[src/axis_supervision_pkg.sv]
// constants and types shared by the axis position supervision block
`default_nettype none
package axis_supervision_pkg;
  // register bus
  localparam int ADDR_W = 6;
  localparam int DATA_W = 32;
  localparam logic [ADDR_W-1:0] OFF_CONTROL = 6'h00;
  localparam logic [ADDR_W-1:0] OFF_REHOME_TOL = 6'h04;
  localparam logic [ADDR_W-1:0] OFF_SCALE_OFFSET = 6'h08;
  localparam logic [ADDR_W-1:0] OFF_PERIOD_RATIO = 6'h0C;
  localparam logic [ADDR_W-1:0] OFF_FIXED_PITCH = 6'h10;
  localparam logic [ADDR_W-1:0] OFF_VAR_PITCH = 6'h14;
  localparam logic [ADDR_W-1:0] OFF_LIMIT_STOPPED = 6'h18;
  localparam logic [ADDR_W-1:0] OFF_LIMIT_MOVING = 6'h1C;
  localparam logic [ADDR_W-1:0] OFF_DEV_PERCENT = 6'h20;
  localparam logic [ADDR_W-1:0] OFF_STATUS = 6'h24;
  localparam logic [ADDR_W-1:0] OFF_ABS_POS = 6'h28;
  localparam logic [ADDR_W-1:0] OFF_FOLLOW_ERR = 6'h2C;
  localparam logic [ADDR_W-1:0] OFF_SAVED_POS = 6'h30;
  // control register fields
  localparam int CTRL_MODE_LSB = 0;
  localparam int CTRL_MARK_LSB = 2;
  localparam int CTRL_ABS_SEL_BIT = 4;
  localparam int CTRL_ABS_MODULE_BIT = 5;
  // status register fields
  localparam int ST_FAULT_BIT = 0;
  localparam int ST_NEED_HOME_BIT = 1;
  localparam int ST_REF_DONE_BIT = 2;
  localparam int ST_WARN_OFF_BIT = 3;
  // lengths in units of 0.0001 mm
  localparam logic [31:0] REHOME_TOL_RST = 32'h0000_00C8;
  localparam logic [31:0] REHOME_TOL_MIN = 32'h0000_0001;
  localparam logic [31:0] REHOME_TOL_MAX = 32'h3B9A_A2F0;
  localparam logic [31:0] LIMIT_MIN = 32'h0000_0001;
  localparam logic [31:0] LIMIT_MAX = 32'h3B9A_C9FF;
  localparam logic [31:0] LIMIT_STOPPED_RST = 32'h0000_2710;
  localparam logic [31:0] LIMIT_MOVING_RST = 32'h0004_93E0;
  localparam logic [31:0] SCALE_OFFSET_RST = 32'h0000_0000;
  localparam logic [31:0] SAVED_POS_RST = 32'h0000_0000;
  // wave counts and ratios
  localparam logic [15:0] PERIOD_RATIO_RST = 16'h0000;
  localparam logic [15:0] FIXED_PITCH_RST = 16'h03E8;
  localparam logic [15:0] VAR_PITCH_RST = 16'h03E9;
  localparam logic [6:0] DEV_PERCENT_RST = 7'h32;
  localparam logic [6:0] DEV_PERCENT_MAX = 7'h64;
  typedef enum logic [1:0] {LAG_OFF, LAG_STANDARD, LAG_LINEAR} lag_mode_t;
  typedef enum logic [1:0] {MARK_PLAIN, MARK_CODED_UP, MARK_CODED_DOWN} mark_type_t;
endpackage
`default_nettype wire

[src/mark_link_if.sv]
// signals between the register side and the coded mark decoder
`default_nettype none
interface mark_link_if;
  import axis_supervision_pkg::*;
  logic ref_pulse;
  logic signed [31:0] enc_count;
  mark_type_t mark_type;
  logic [15:0] fixed_pitch;
  logic [15:0] var_pitch;
  logic [15:0] period_ratio;
  logic established;
  logic signed [31:0] scale_base;
  modport ctrl (output ref_pulse, enc_count, mark_type, fixed_pitch, var_pitch, period_ratio,
                input established, scale_base);
  modport dec (input ref_pulse, enc_count, mark_type, fixed_pitch, var_pitch, period_ratio,
               output established, scale_base);
endinterface
`default_nettype wire

[src/coded_mark_decoder.sv]
// resolves scale zero from two consecutive distance-coded reference pulses
`default_nettype none
module coded_mark_decoder
  import axis_supervision_pkg::*;
(
  input wire logic sys_clk_i,
  input wire logic rst_n_i,
  mark_link_if.dec link
);
  logic first_seen_reg;
  logic signed [31:0] first_count_reg;
  logic established_reg;
  logic signed [31:0] scale_base_reg;
  logic coded;
  logic [31:0] gap;
  logic [31:0] step;
  logic [15:0] ratio_eff;
  logic [63:0] mark_wide;
  logic signed [31:0] mark_pos;
  logic pair_ok;

  assign coded = (link.mark_type == MARK_CODED_UP) || (link.mark_type == MARK_CODED_DOWN);
  assign gap = (link.enc_count >= first_count_reg) ? 32'(link.enc_count - first_count_reg)
                                                   : 32'(first_count_reg - link.enc_count);
  // a gap of exactly the fixed pitch carries no code, wait for the next pair
  assign pair_ok = first_seen_reg && (gap != 32'(link.fixed_pitch));
  assign step = (gap >= 32'(link.var_pitch)) ? gap - 32'(link.var_pitch) : 32'(link.var_pitch) - gap;
  // a ratio of zero is taken as one
  assign ratio_eff = (link.period_ratio == 16'h0000) ? 16'h0001 : link.period_ratio;
  assign mark_wide = 64'(step) * 64'(link.fixed_pitch) * 64'(ratio_eff);
  assign mark_pos = (link.mark_type == MARK_CODED_DOWN) ? -$signed(mark_wide[31:0]) : $signed(mark_wide[31:0]);

  always_ff @(posedge sys_clk_i or negedge rst_n_i) begin
    if (!rst_n_i) begin
      first_seen_reg <= 1'b0;
      first_count_reg <= 32'sh0000_0000;
      established_reg <= 1'b0;
      scale_base_reg <= 32'sh0000_0000;
    end else if (link.ref_pulse && coded) begin
      first_seen_reg <= 1'b1;
      first_count_reg <= link.enc_count;
      if (pair_ok) begin
        established_reg <= 1'b1;
        scale_base_reg <= mark_pos - link.enc_count;
      end
    end
  end

  assign link.established = established_reg;
  assign link.scale_base = scale_base_reg;
endmodule
`default_nettype wire

[src/coded_homing_lag_monitor.sv]
// axis position supervision: coded homing, re-home check and lag monitor
// Function
// - within re-home tolerance means no re-homing; plain incremental or unresolved coded feedback always flags re-homing
// - scale offset only for coded or absolute
// - two coded pulses fix absolute position
// - scale offset moves position to machine zero
// - period ratio used only for coded scales
// - fixed mark pitch setting, default 1000
// - variable mark pitch setting, default 1001
// - pitches in waves, used when coded
// - following error is command minus actual
// - modes off, standard, linear; standard at reset
// - off mode raises no lag fault
// - standard compares moving or stopped limit
// - linear tolerates deviation up to percentage
// - warn whenever supervision is switched off
// - limits ignored while mode is off
// - stopped limit range and default 1 mm
// - moving limit 30 mm, linear start level
// - mark type plain, increasing or decreasing
// - deviation percent 0 to 100, default 50
//
// The implementer's own choices: the placing of the registers and the plain strobed port.
`default_nettype none
module coded_homing_lag_monitor
  import axis_supervision_pkg::*;
#(
  parameter int POS_W = 32
) (
  input wire logic sys_clk_i,
  input wire logic rst_n_i,
  input wire logic [axis_supervision_pkg::ADDR_W-1:0] addr_i,
  input wire logic [axis_supervision_pkg::DATA_W-1:0] wr_data_i,
  input wire logic wr_en_i,
  input wire logic rd_en_i,
  output logic [axis_supervision_pkg::DATA_W-1:0] rd_data_o,
  input wire logic signed [POS_W-1:0] cmd_pos_i,
  input wire logic signed [POS_W-1:0] enc_count_i,
  input wire logic signed [POS_W-1:0] est_lag_i,
  input wire logic reference_pulse_i,
  input wire logic moving_i,
  input wire logic ctrl_cycle_i,
  output logic lag_fault_o,
  output logic need_home_o,
  output logic lag_off_warn_o,
  output logic position_ref_o,
  output logic signed [POS_W-1:0] abs_pos_o,
  output logic signed [POS_W-1:0] follow_err_o
);
  import axis_supervision_pkg::*;

  if (POS_W != 32) begin : g_pos_w_check
    $error("position width must be 32");
  end

  function automatic logic hit(input logic [ADDR_W-1:0] a, input logic [ADDR_W-1:0] off);
    hit = (a == off);
  endfunction

  function automatic logic [31:0] magnitude(input logic signed [31:0] v);
    magnitude = v[31] ? 32'(-v) : 32'(v);
  endfunction

  // settings
  lag_mode_t lag_monitor_mode_reg;
  mark_type_t ref_mark_type_reg;
  logic absolute_feedback_select_reg;
  logic abs_module_present_reg;
  logic [31:0] rehome_tolerance_reg;
  logic signed [31:0] coded_scale_offset_reg;
  logic [15:0] period_ratio_reg;
  logic [15:0] fixed_mark_pitch_reg;
  logic [15:0] variable_mark_pitch_reg;
  logic [31:0] lag_limit_stopped_reg;
  logic [31:0] lag_limit_moving_reg;
  logic [6:0] lag_deviation_percent_reg;
  logic signed [31:0] saved_pos_reg;
  // state
  logic lag_fault_reg;
  logic need_home_reg;
  logic warn_reg;
  logic position_ref_reg;
  logic signed [31:0] abs_pos_reg;
  logic signed [31:0] follow_err_reg;
  logic [31:0] rd_data_reg;
  logic ref_pulse_d_reg;

  mark_link_if link ();

  coded_mark_decoder u_decoder (
    .sys_clk_i(sys_clk_i),
    .rst_n_i(rst_n_i),
    .link(link)
  );

  // write decode
  wire wr_ctrl = wr_en_i && hit(addr_i, OFF_CONTROL);
  wire wr_tol = wr_en_i && hit(addr_i, OFF_REHOME_TOL);
  wire wr_offset = wr_en_i && hit(addr_i, OFF_SCALE_OFFSET);
  wire wr_ratio = wr_en_i && hit(addr_i, OFF_PERIOD_RATIO);
  wire wr_fixed = wr_en_i && hit(addr_i, OFF_FIXED_PITCH);
  wire wr_var = wr_en_i && hit(addr_i, OFF_VAR_PITCH);
  wire wr_stopped = wr_en_i && hit(addr_i, OFF_LIMIT_STOPPED);
  wire wr_moving = wr_en_i && hit(addr_i, OFF_LIMIT_MOVING);
  wire wr_pct = wr_en_i && hit(addr_i, OFF_DEV_PERCENT);
  wire wr_status = wr_en_i && hit(addr_i, OFF_STATUS);
  wire wr_saved = wr_en_i && hit(addr_i, OFF_SAVED_POS);

  // field extraction and range checks; out-of-range writes leave the value
  wire [1:0] wr_mode = wr_data_i[CTRL_MODE_LSB +: 2];
  wire [1:0] wr_mark = wr_data_i[CTRL_MARK_LSB +: 2];
  wire mode_legal = (wr_mode != 2'h3);
  wire mark_legal = (wr_mark != 2'h3);
  wire tol_legal = (wr_data_i >= REHOME_TOL_MIN) && (wr_data_i <= REHOME_TOL_MAX);
  wire limit_legal = (wr_data_i >= LIMIT_MIN) && (wr_data_i <= LIMIT_MAX);
  wire pct_legal = (wr_data_i <= 32'(DEV_PERCENT_MAX));

  always_ff @(posedge sys_clk_i or negedge rst_n_i) begin
    if (!rst_n_i) begin
      lag_monitor_mode_reg <= LAG_STANDARD;
      ref_mark_type_reg <= MARK_PLAIN;
      absolute_feedback_select_reg <= 1'b0;
      abs_module_present_reg <= 1'b0;
    end else if (wr_ctrl) begin
      if (mode_legal) lag_monitor_mode_reg <= lag_mode_t'(wr_mode);
      if (mark_legal) ref_mark_type_reg <= mark_type_t'(wr_mark);
      absolute_feedback_select_reg <= wr_data_i[CTRL_ABS_SEL_BIT];
      abs_module_present_reg <= wr_data_i[CTRL_ABS_MODULE_BIT];
    end
  end

  always_ff @(posedge sys_clk_i or negedge rst_n_i) begin
    if (!rst_n_i) begin
      rehome_tolerance_reg <= REHOME_TOL_RST;
      coded_scale_offset_reg <= SCALE_OFFSET_RST;
      saved_pos_reg <= SAVED_POS_RST;
    end else begin
      if (wr_tol && tol_legal) rehome_tolerance_reg <= wr_data_i;
      if (wr_offset) coded_scale_offset_reg <= $signed(wr_data_i);
      if (wr_saved) saved_pos_reg <= $signed(wr_data_i);
    end
  end

  always_ff @(posedge sys_clk_i or negedge rst_n_i) begin
    if (!rst_n_i) begin
      period_ratio_reg <= PERIOD_RATIO_RST;
      fixed_mark_pitch_reg <= FIXED_PITCH_RST;
      variable_mark_pitch_reg <= VAR_PITCH_RST;
    end else begin
      if (wr_ratio) period_ratio_reg <= wr_data_i[15:0];
      if (wr_fixed) fixed_mark_pitch_reg <= wr_data_i[15:0];
      if (wr_var) variable_mark_pitch_reg <= wr_data_i[15:0];
    end
  end

  always_ff @(posedge sys_clk_i or negedge rst_n_i) begin
    if (!rst_n_i) begin
      lag_limit_stopped_reg <= LIMIT_STOPPED_RST;
      lag_limit_moving_reg <= LIMIT_MOVING_RST;
      lag_deviation_percent_reg <= DEV_PERCENT_RST;
    end else begin
      if (wr_stopped && limit_legal) lag_limit_stopped_reg <= wr_data_i;
      if (wr_moving && limit_legal) lag_limit_moving_reg <= wr_data_i;
      if (wr_pct && pct_legal) lag_deviation_percent_reg <= wr_data_i[6:0];
    end
  end

  // coded reference marks
  wire coded = (ref_mark_type_reg != MARK_PLAIN);
  wire ref_rise = reference_pulse_i && !ref_pulse_d_reg;
  assign link.ref_pulse = ref_rise;
  assign link.enc_count = enc_count_i;
  assign link.mark_type = ref_mark_type_reg;
  assign link.fixed_pitch = fixed_mark_pitch_reg;
  assign link.var_pitch = variable_mark_pitch_reg;
  assign link.period_ratio = coded ? period_ratio_reg : 16'h0000;

  // position composition
  wire absolute_src = absolute_feedback_select_reg || abs_module_present_reg;
  wire offset_used = coded || absolute_src;
  wire signed [31:0] scale_pos = (coded && link.established) ? enc_count_i + link.scale_base : enc_count_i;
  // machine zero sits at the offset measured from scale zero
  wire signed [31:0] machine_pos = offset_used ? scale_pos - coded_scale_offset_reg : scale_pos;
  wire ref_next = coded ? link.established : absolute_src;

  // re-home decision
  wire [31:0] home_diff = magnitude(machine_pos - saved_pos_reg);
  wire within_tol = (home_diff <= rehome_tolerance_reg);
  wire need_home_next = !(ref_next && within_tol);

  // following error supervision
  wire signed [31:0] fe_now = cmd_pos_i - machine_pos;
  wire [31:0] fe_mag = magnitude(fe_now);
  wire [31:0] std_limit = moving_i ? lag_limit_moving_reg : lag_limit_stopped_reg;
  wire over_std = (fe_mag > std_limit);
  wire [31:0] dev_mag = magnitude(fe_now - est_lag_i);
  wire [31:0] est_mag = magnitude(est_lag_i);
  wire [39:0] dev_scaled = 40'(dev_mag) * 40'h64;
  wire [39:0] dev_allowed = 40'(est_mag) * 40'(lag_deviation_percent_reg);
  // dynamic check only at or above the moving limit; stopped axis keeps its static limit
  wire over_lin = moving_i ? ((fe_mag >= lag_limit_moving_reg) && (dev_scaled > dev_allowed))
                           : (fe_mag > lag_limit_stopped_reg);
  wire trip_std = (lag_monitor_mode_reg == LAG_STANDARD) && over_std;
  wire trip_lin = (lag_monitor_mode_reg == LAG_LINEAR) && over_lin;
  // off mode: neither limit is looked at
  wire lag_trip = ctrl_cycle_i && (trip_std || trip_lin);
  wire fault_clear = wr_status && wr_data_i[ST_FAULT_BIT];

  always_ff @(posedge sys_clk_i or negedge rst_n_i) begin
    if (!rst_n_i) begin
      lag_fault_reg <= 1'b0;
      follow_err_reg <= 32'sh0000_0000;
    end else begin
      // a trip in the clearing cycle survives
      if (lag_trip) lag_fault_reg <= 1'b1;
      else if (fault_clear) lag_fault_reg <= 1'b0;
      if (ctrl_cycle_i) follow_err_reg <= fe_now;
    end
  end

  always_ff @(posedge sys_clk_i or negedge rst_n_i) begin
    if (!rst_n_i) begin
      need_home_reg <= 1'b1;
      warn_reg <= 1'b0;
      position_ref_reg <= 1'b0;
      abs_pos_reg <= 32'sh0000_0000;
      ref_pulse_d_reg <= 1'b0;
    end else begin
      need_home_reg <= need_home_next;
      warn_reg <= (lag_monitor_mode_reg == LAG_OFF);
      position_ref_reg <= ref_next;
      abs_pos_reg <= machine_pos;
      ref_pulse_d_reg <= reference_pulse_i;
    end
  end

  // read path
  wire [31:0] ctrl_word = {26'h0, abs_module_present_reg, absolute_feedback_select_reg,
                           ref_mark_type_reg, lag_monitor_mode_reg};
  wire [31:0] status_word = {28'h0, warn_reg, position_ref_reg, need_home_reg, lag_fault_reg};
  wire [31:0] rd_mux =
    hit(addr_i, OFF_CONTROL) ? ctrl_word :
    hit(addr_i, OFF_REHOME_TOL) ? rehome_tolerance_reg :
    hit(addr_i, OFF_SCALE_OFFSET) ? 32'(coded_scale_offset_reg) :
    hit(addr_i, OFF_PERIOD_RATIO) ? {16'h0, period_ratio_reg} :
    hit(addr_i, OFF_FIXED_PITCH) ? {16'h0, fixed_mark_pitch_reg} :
    hit(addr_i, OFF_VAR_PITCH) ? {16'h0, variable_mark_pitch_reg} :
    hit(addr_i, OFF_LIMIT_STOPPED) ? lag_limit_stopped_reg :
    hit(addr_i, OFF_LIMIT_MOVING) ? lag_limit_moving_reg :
    hit(addr_i, OFF_DEV_PERCENT) ? {25'h0, lag_deviation_percent_reg} :
    hit(addr_i, OFF_STATUS) ? status_word :
    hit(addr_i, OFF_ABS_POS) ? 32'(abs_pos_reg) :
    hit(addr_i, OFF_FOLLOW_ERR) ? 32'(follow_err_reg) :
    hit(addr_i, OFF_SAVED_POS) ? 32'(saved_pos_reg) : 32'h0000_0000;

  always_ff @(posedge sys_clk_i or negedge rst_n_i) begin
    if (!rst_n_i) rd_data_reg <= 32'h0000_0000;
    else rd_data_reg <= rd_en_i ? rd_mux : 32'h0000_0000;
  end

  assign rd_data_o = rd_data_reg;
  assign lag_fault_o = lag_fault_reg;
  assign need_home_o = need_home_reg;
  assign lag_off_warn_o = warn_reg;
  assign position_ref_o = position_ref_reg;
  assign abs_pos_o = abs_pos_reg;
  assign follow_err_o = follow_err_reg;
endmodule
`default_nettype wire

[config.mk]
export PLATFORM = sky130hd
export DESIGN_NAME = coded_homing_lag_monitor
export DESIGN_NICKNAME = d
export VERILOG_FILES = /design/src/axis_supervision_pkg.sv /design/src/mark_link_if.sv /design/src/coded_mark_decoder.sv /design/src/coded_homing_lag_monitor.sv
export SDC_FILE = /design/constraint.sdc
export NUM_CORES = 2
export LEC_CHECK = 0
export ABC_CLOCK_PERIOD_IN_PS = 17670
export BUFFER_PORTS_ARGS = -buffer_cell sky130_fd_sc_hd__buf_2
export CAP_MARGIN = 15
export CORE_UTILIZATION = 59
export CTS_BUF_LIST = sky130_fd_sc_hd__clkbuf_4 sky130_fd_sc_hd__clkbuf_8 sky130_fd_sc_hd__clkbuf_16
export DETAILED_ROUTE_END_ITERATION = 8
export GPL_TIMING_DRIVEN = 0
export PLACE_DENSITY = 0.81
export SLEW_MARGIN = 10
export SYNTH_ARGS = -nofsm -noshare
export SYNTH_HDL_FRONTEND = slang
export SYNTH_SLANG_ARGS = --single-unit
[constraint.sdc]
create_clock -name sys_clk_i -period 17.67 [get_ports sys_clk_i]
set_input_delay 0.8835 -clock sys_clk_i [delete_from_list [all_inputs] [get_ports sys_clk_i]]
set_output_delay 0.8835 -clock sys_clk_i [all_outputs]
set_load 0.02 [all_outputs]
==> flow_summary.yaml <==
min_path:
  hp-class: "input port to async pin"
placed_design:
  gp_congestion: 1.016
  placed_cells_incl_taps: 10290
  io_buffers: 231
  dpl_cell_area_um2: 74870
  dp_hpwl_um: 208900
  pre_cts_ws_ns: -5.126
cells_and_area:
  fin_cells: 10640
  syn2layout_area_growth_pct: 15.78
  postLayoutCellArea_um2: 82030
  final_util: 0.6919
  layout-drive-gt1-share: 0.1594
  fin_nets: 10660
synthesis:
  synthTopCellsByCount: "1339 x inv_1, 1040 x nand2_1, 794 x fa_1, 741 x ha_1, 471 x nor2_1"
  syn-num-nets: 10130
  synth_seq_area_share: 0.1376
  ys_seq_elements: 388
  synth_cell_types: 98
  synth_top_cell_by_area: "fa_1"
  yosys_warnings: 0
  yosys.cell_count.top_type: "inv_1"
  synthArstFlopShare: 1.000
  synthTopCellsByArea: "fa_1 22%, ha_1 13%, dfrtp_1 13%"
  synthCells: 8451
  synth_edf_count: 0
  synth_area_um2: 70850
  synth_flop_cell: "dfrtp_1"
  synth_top_area_share: 0.2243
  avgSynthCellArea_um2: 8.384
timing:
  period_share: 1.094
  fin_crit_ns: 19.34
  fmax_ghz: 0.05171
  finalSetupViolCount: 11
  hold_violations: 0
  rsz0062_at_grt: "yes"
  clock_skew_ns: 0.03387
  slew_viol_final: 0
  relSlewSlack: 0.08817
  timing.final.ws_setup_ns: -1.667
  worstMarginPinSlew_ns: 1.357
floorplanning:
  fp-row-count: 126
  initial_core_util: 0.5976
  io_pins: 241
  design.core.area_um2: 118600
  dieHeight_um: 348.5
  dieArea_um2: 121500
  die_x_um: 348.5
detailed_routing:
  via_count: 66650
  drt-vias-per-instance: 6.262
  drc: 3
  avgRoutedWirePerCell_um: 24.72
  wl_um: 263100
  first_pass_iters: 9
  ant_nets: 0
  drt_iter0_drc: 7602
setup_path:
  cpLargestDelayFamily: "adder cells"
  path_max_fanout: 10
  cp_num_cells: 78
  slowest_stage: "fa_2"
  r2r_cells: 78
  cp_common_cell: "fa_1"
  crit_arrival_ns: 19.79
  critPathBufInv: 20
  end_kind: "flop"
  cp-start-kind: "input port"
  crit_required_ns: 18.12
  slowest_delay_ns: 0.61
  criticalPathCategory: "input port to flop"
clock_network:
  clock_path_buffers: 3
  root_buffer: "clkbuf_16"
  clock_latency_ns: 0.63
  numCtsBuffers: 44
  cts_htree_levels: 2
  clock-sinks: 388
  clk_pin_slew_ns: 0.06
  ctsHoldBuffers: 0
  cts_tree: "yes"
global_routing:
  grt_pass1_wl_um: 391600
  grt_pass1_vias: 66190
  antenna_found_initial: 26
  grt_max_degree: 109
  grt_overflow: 0
  grt_use_total: 0.4227
run_status:
  status: "finished, violations left"
  violations: "DRC, setup timing"
flow_run:
  drv_cap: 0
-- per-layer routing --
metal / GRT usage / share of wire
met5: 0.006403 / 0.00089
met1: 0.5436 / 0.37
met4: 0.2432 / 0.071
met2: 0.6520 / 0.44
met3: 0.09918 / 0.11
-- repair_timing --
| action | in CTS | in global routing |
|---|---|---|
| buffers inserted | 180 | 87 |
| setup endpoints to repair | 23 | 16 |
| gates resized for setup | 465 | 261 |
| pin swaps | 180 | 165 |
| gates cloned | 2 | 1 |
-- worst reg2reg max path, delay by kind of cell, from the launching register on --
kind	cells	cell delay (ns)
flops	1	0.41
simple gates	16	2.82
mux	2	0.65
compound gates	20	4.31
buf+inv	18	2.14
xor+xnor	4	0.91
fa+ha+maj	18	7.94
-- kinds of logic (layout without fill, tap and decap cells) --
kind of cell / Yosys count / after routing / synth area share
AND/OR/NAND/NOR: 2538 / 2538 / 0.1687
flip-flops: 388 / 388 / 0.1376
AO/OA/AOI/OAI: 1526 / 1526 / 0.1390
multiplexers: 282 / 282 / 0.04380
XOR/XNOR: 528 / 528 / 0.06746
adder cells (fa/ha/maj): 1535 / 1535 / 0.3552
other: 0 / 20 / 0
buffers and inverters: 1654 / 2227 / 0.08828
-- path summary, 6_finish.rpt --
kind                                                           from                                         to  slack (ns)
setup / recovery                                    enc_count_i[30]  u_decoder.link.scale_base[31]$_DFFE_PN0P_       -1.67
hold / removal                                              rst_n_i     coded_scale_offset_reg[28]$_DFFE_PN0P_        0.08
setup reg to reg           u_decoder.first_count_reg[0]$_DFFE_PN0P_  u_decoder.link.scale_base[31]$_DFFE_PN0P_       -1.63
hold reg to reg            u_decoder.link.scale_base[5]$_DFFE_PN0P_   u_decoder.link.scale_base[5]$_DFFE_PN0P_        0.49
max in group asynchronous                                   rst_n_i       lag_limit_stopped_reg[9]$_DFFE_PN1P_       16.34
min in group sys_clk_i                            reference_pulse_i                  ref_pulse_d_reg$_DFF_PN0_        0.41
-- per-stage QoR --
| stage | TNS, ns | hold slack (ns) |
|---|---|---|
| finish | -8.373 | 0.07670 |
| global route | -13.20 | 0.08346 |
| CTS | -4.655 | 0.06717 |
| detailed placement | -79.55 | 0.4521 |
| global placement | -72.73 | 0.4513 |
| floorplan | -1.100 | 0.4343 |
-- cells in the final DEF (no fill, tap or decap), types with 137 or more instances in the layout --
| cell | count |
|---|---|
| mux2_2 | 220 |
| ha_1 | 672 |
| nor2_1 | 460 |
| buf_4 | 263 |
| nand2_1 | 1013 |
| and2_1 | 259 |
| a21oi_1 | 309 |
| a21o_1 | 149 |
| xnor2_1 | 278 |
| buf_2 | 218 |
| clkbuf_1 | 219 |
| dfrtp_1 | 353 |
| o21ai_0 | 339 |
| xor2_1 | 137 |
| inv_1 | 1296 |
| fa_1 | 776 |
-- layout make-up --
type                       instances  area (um2)
antenna                           20       50.05
buffer                           298        1531
clock buffer                      57        1247
clock inverter                    25       340.3
fill                            9438       36530
inverter                        1340        5059
multi-input combinational       6409       58480
sequential                       388        9753
tap                             1600        2002
timing repair buffer             507        3565
Power is not shown: default switching activity piles up to over one toggle a cycle in this logic, so the estimate is an artifact.
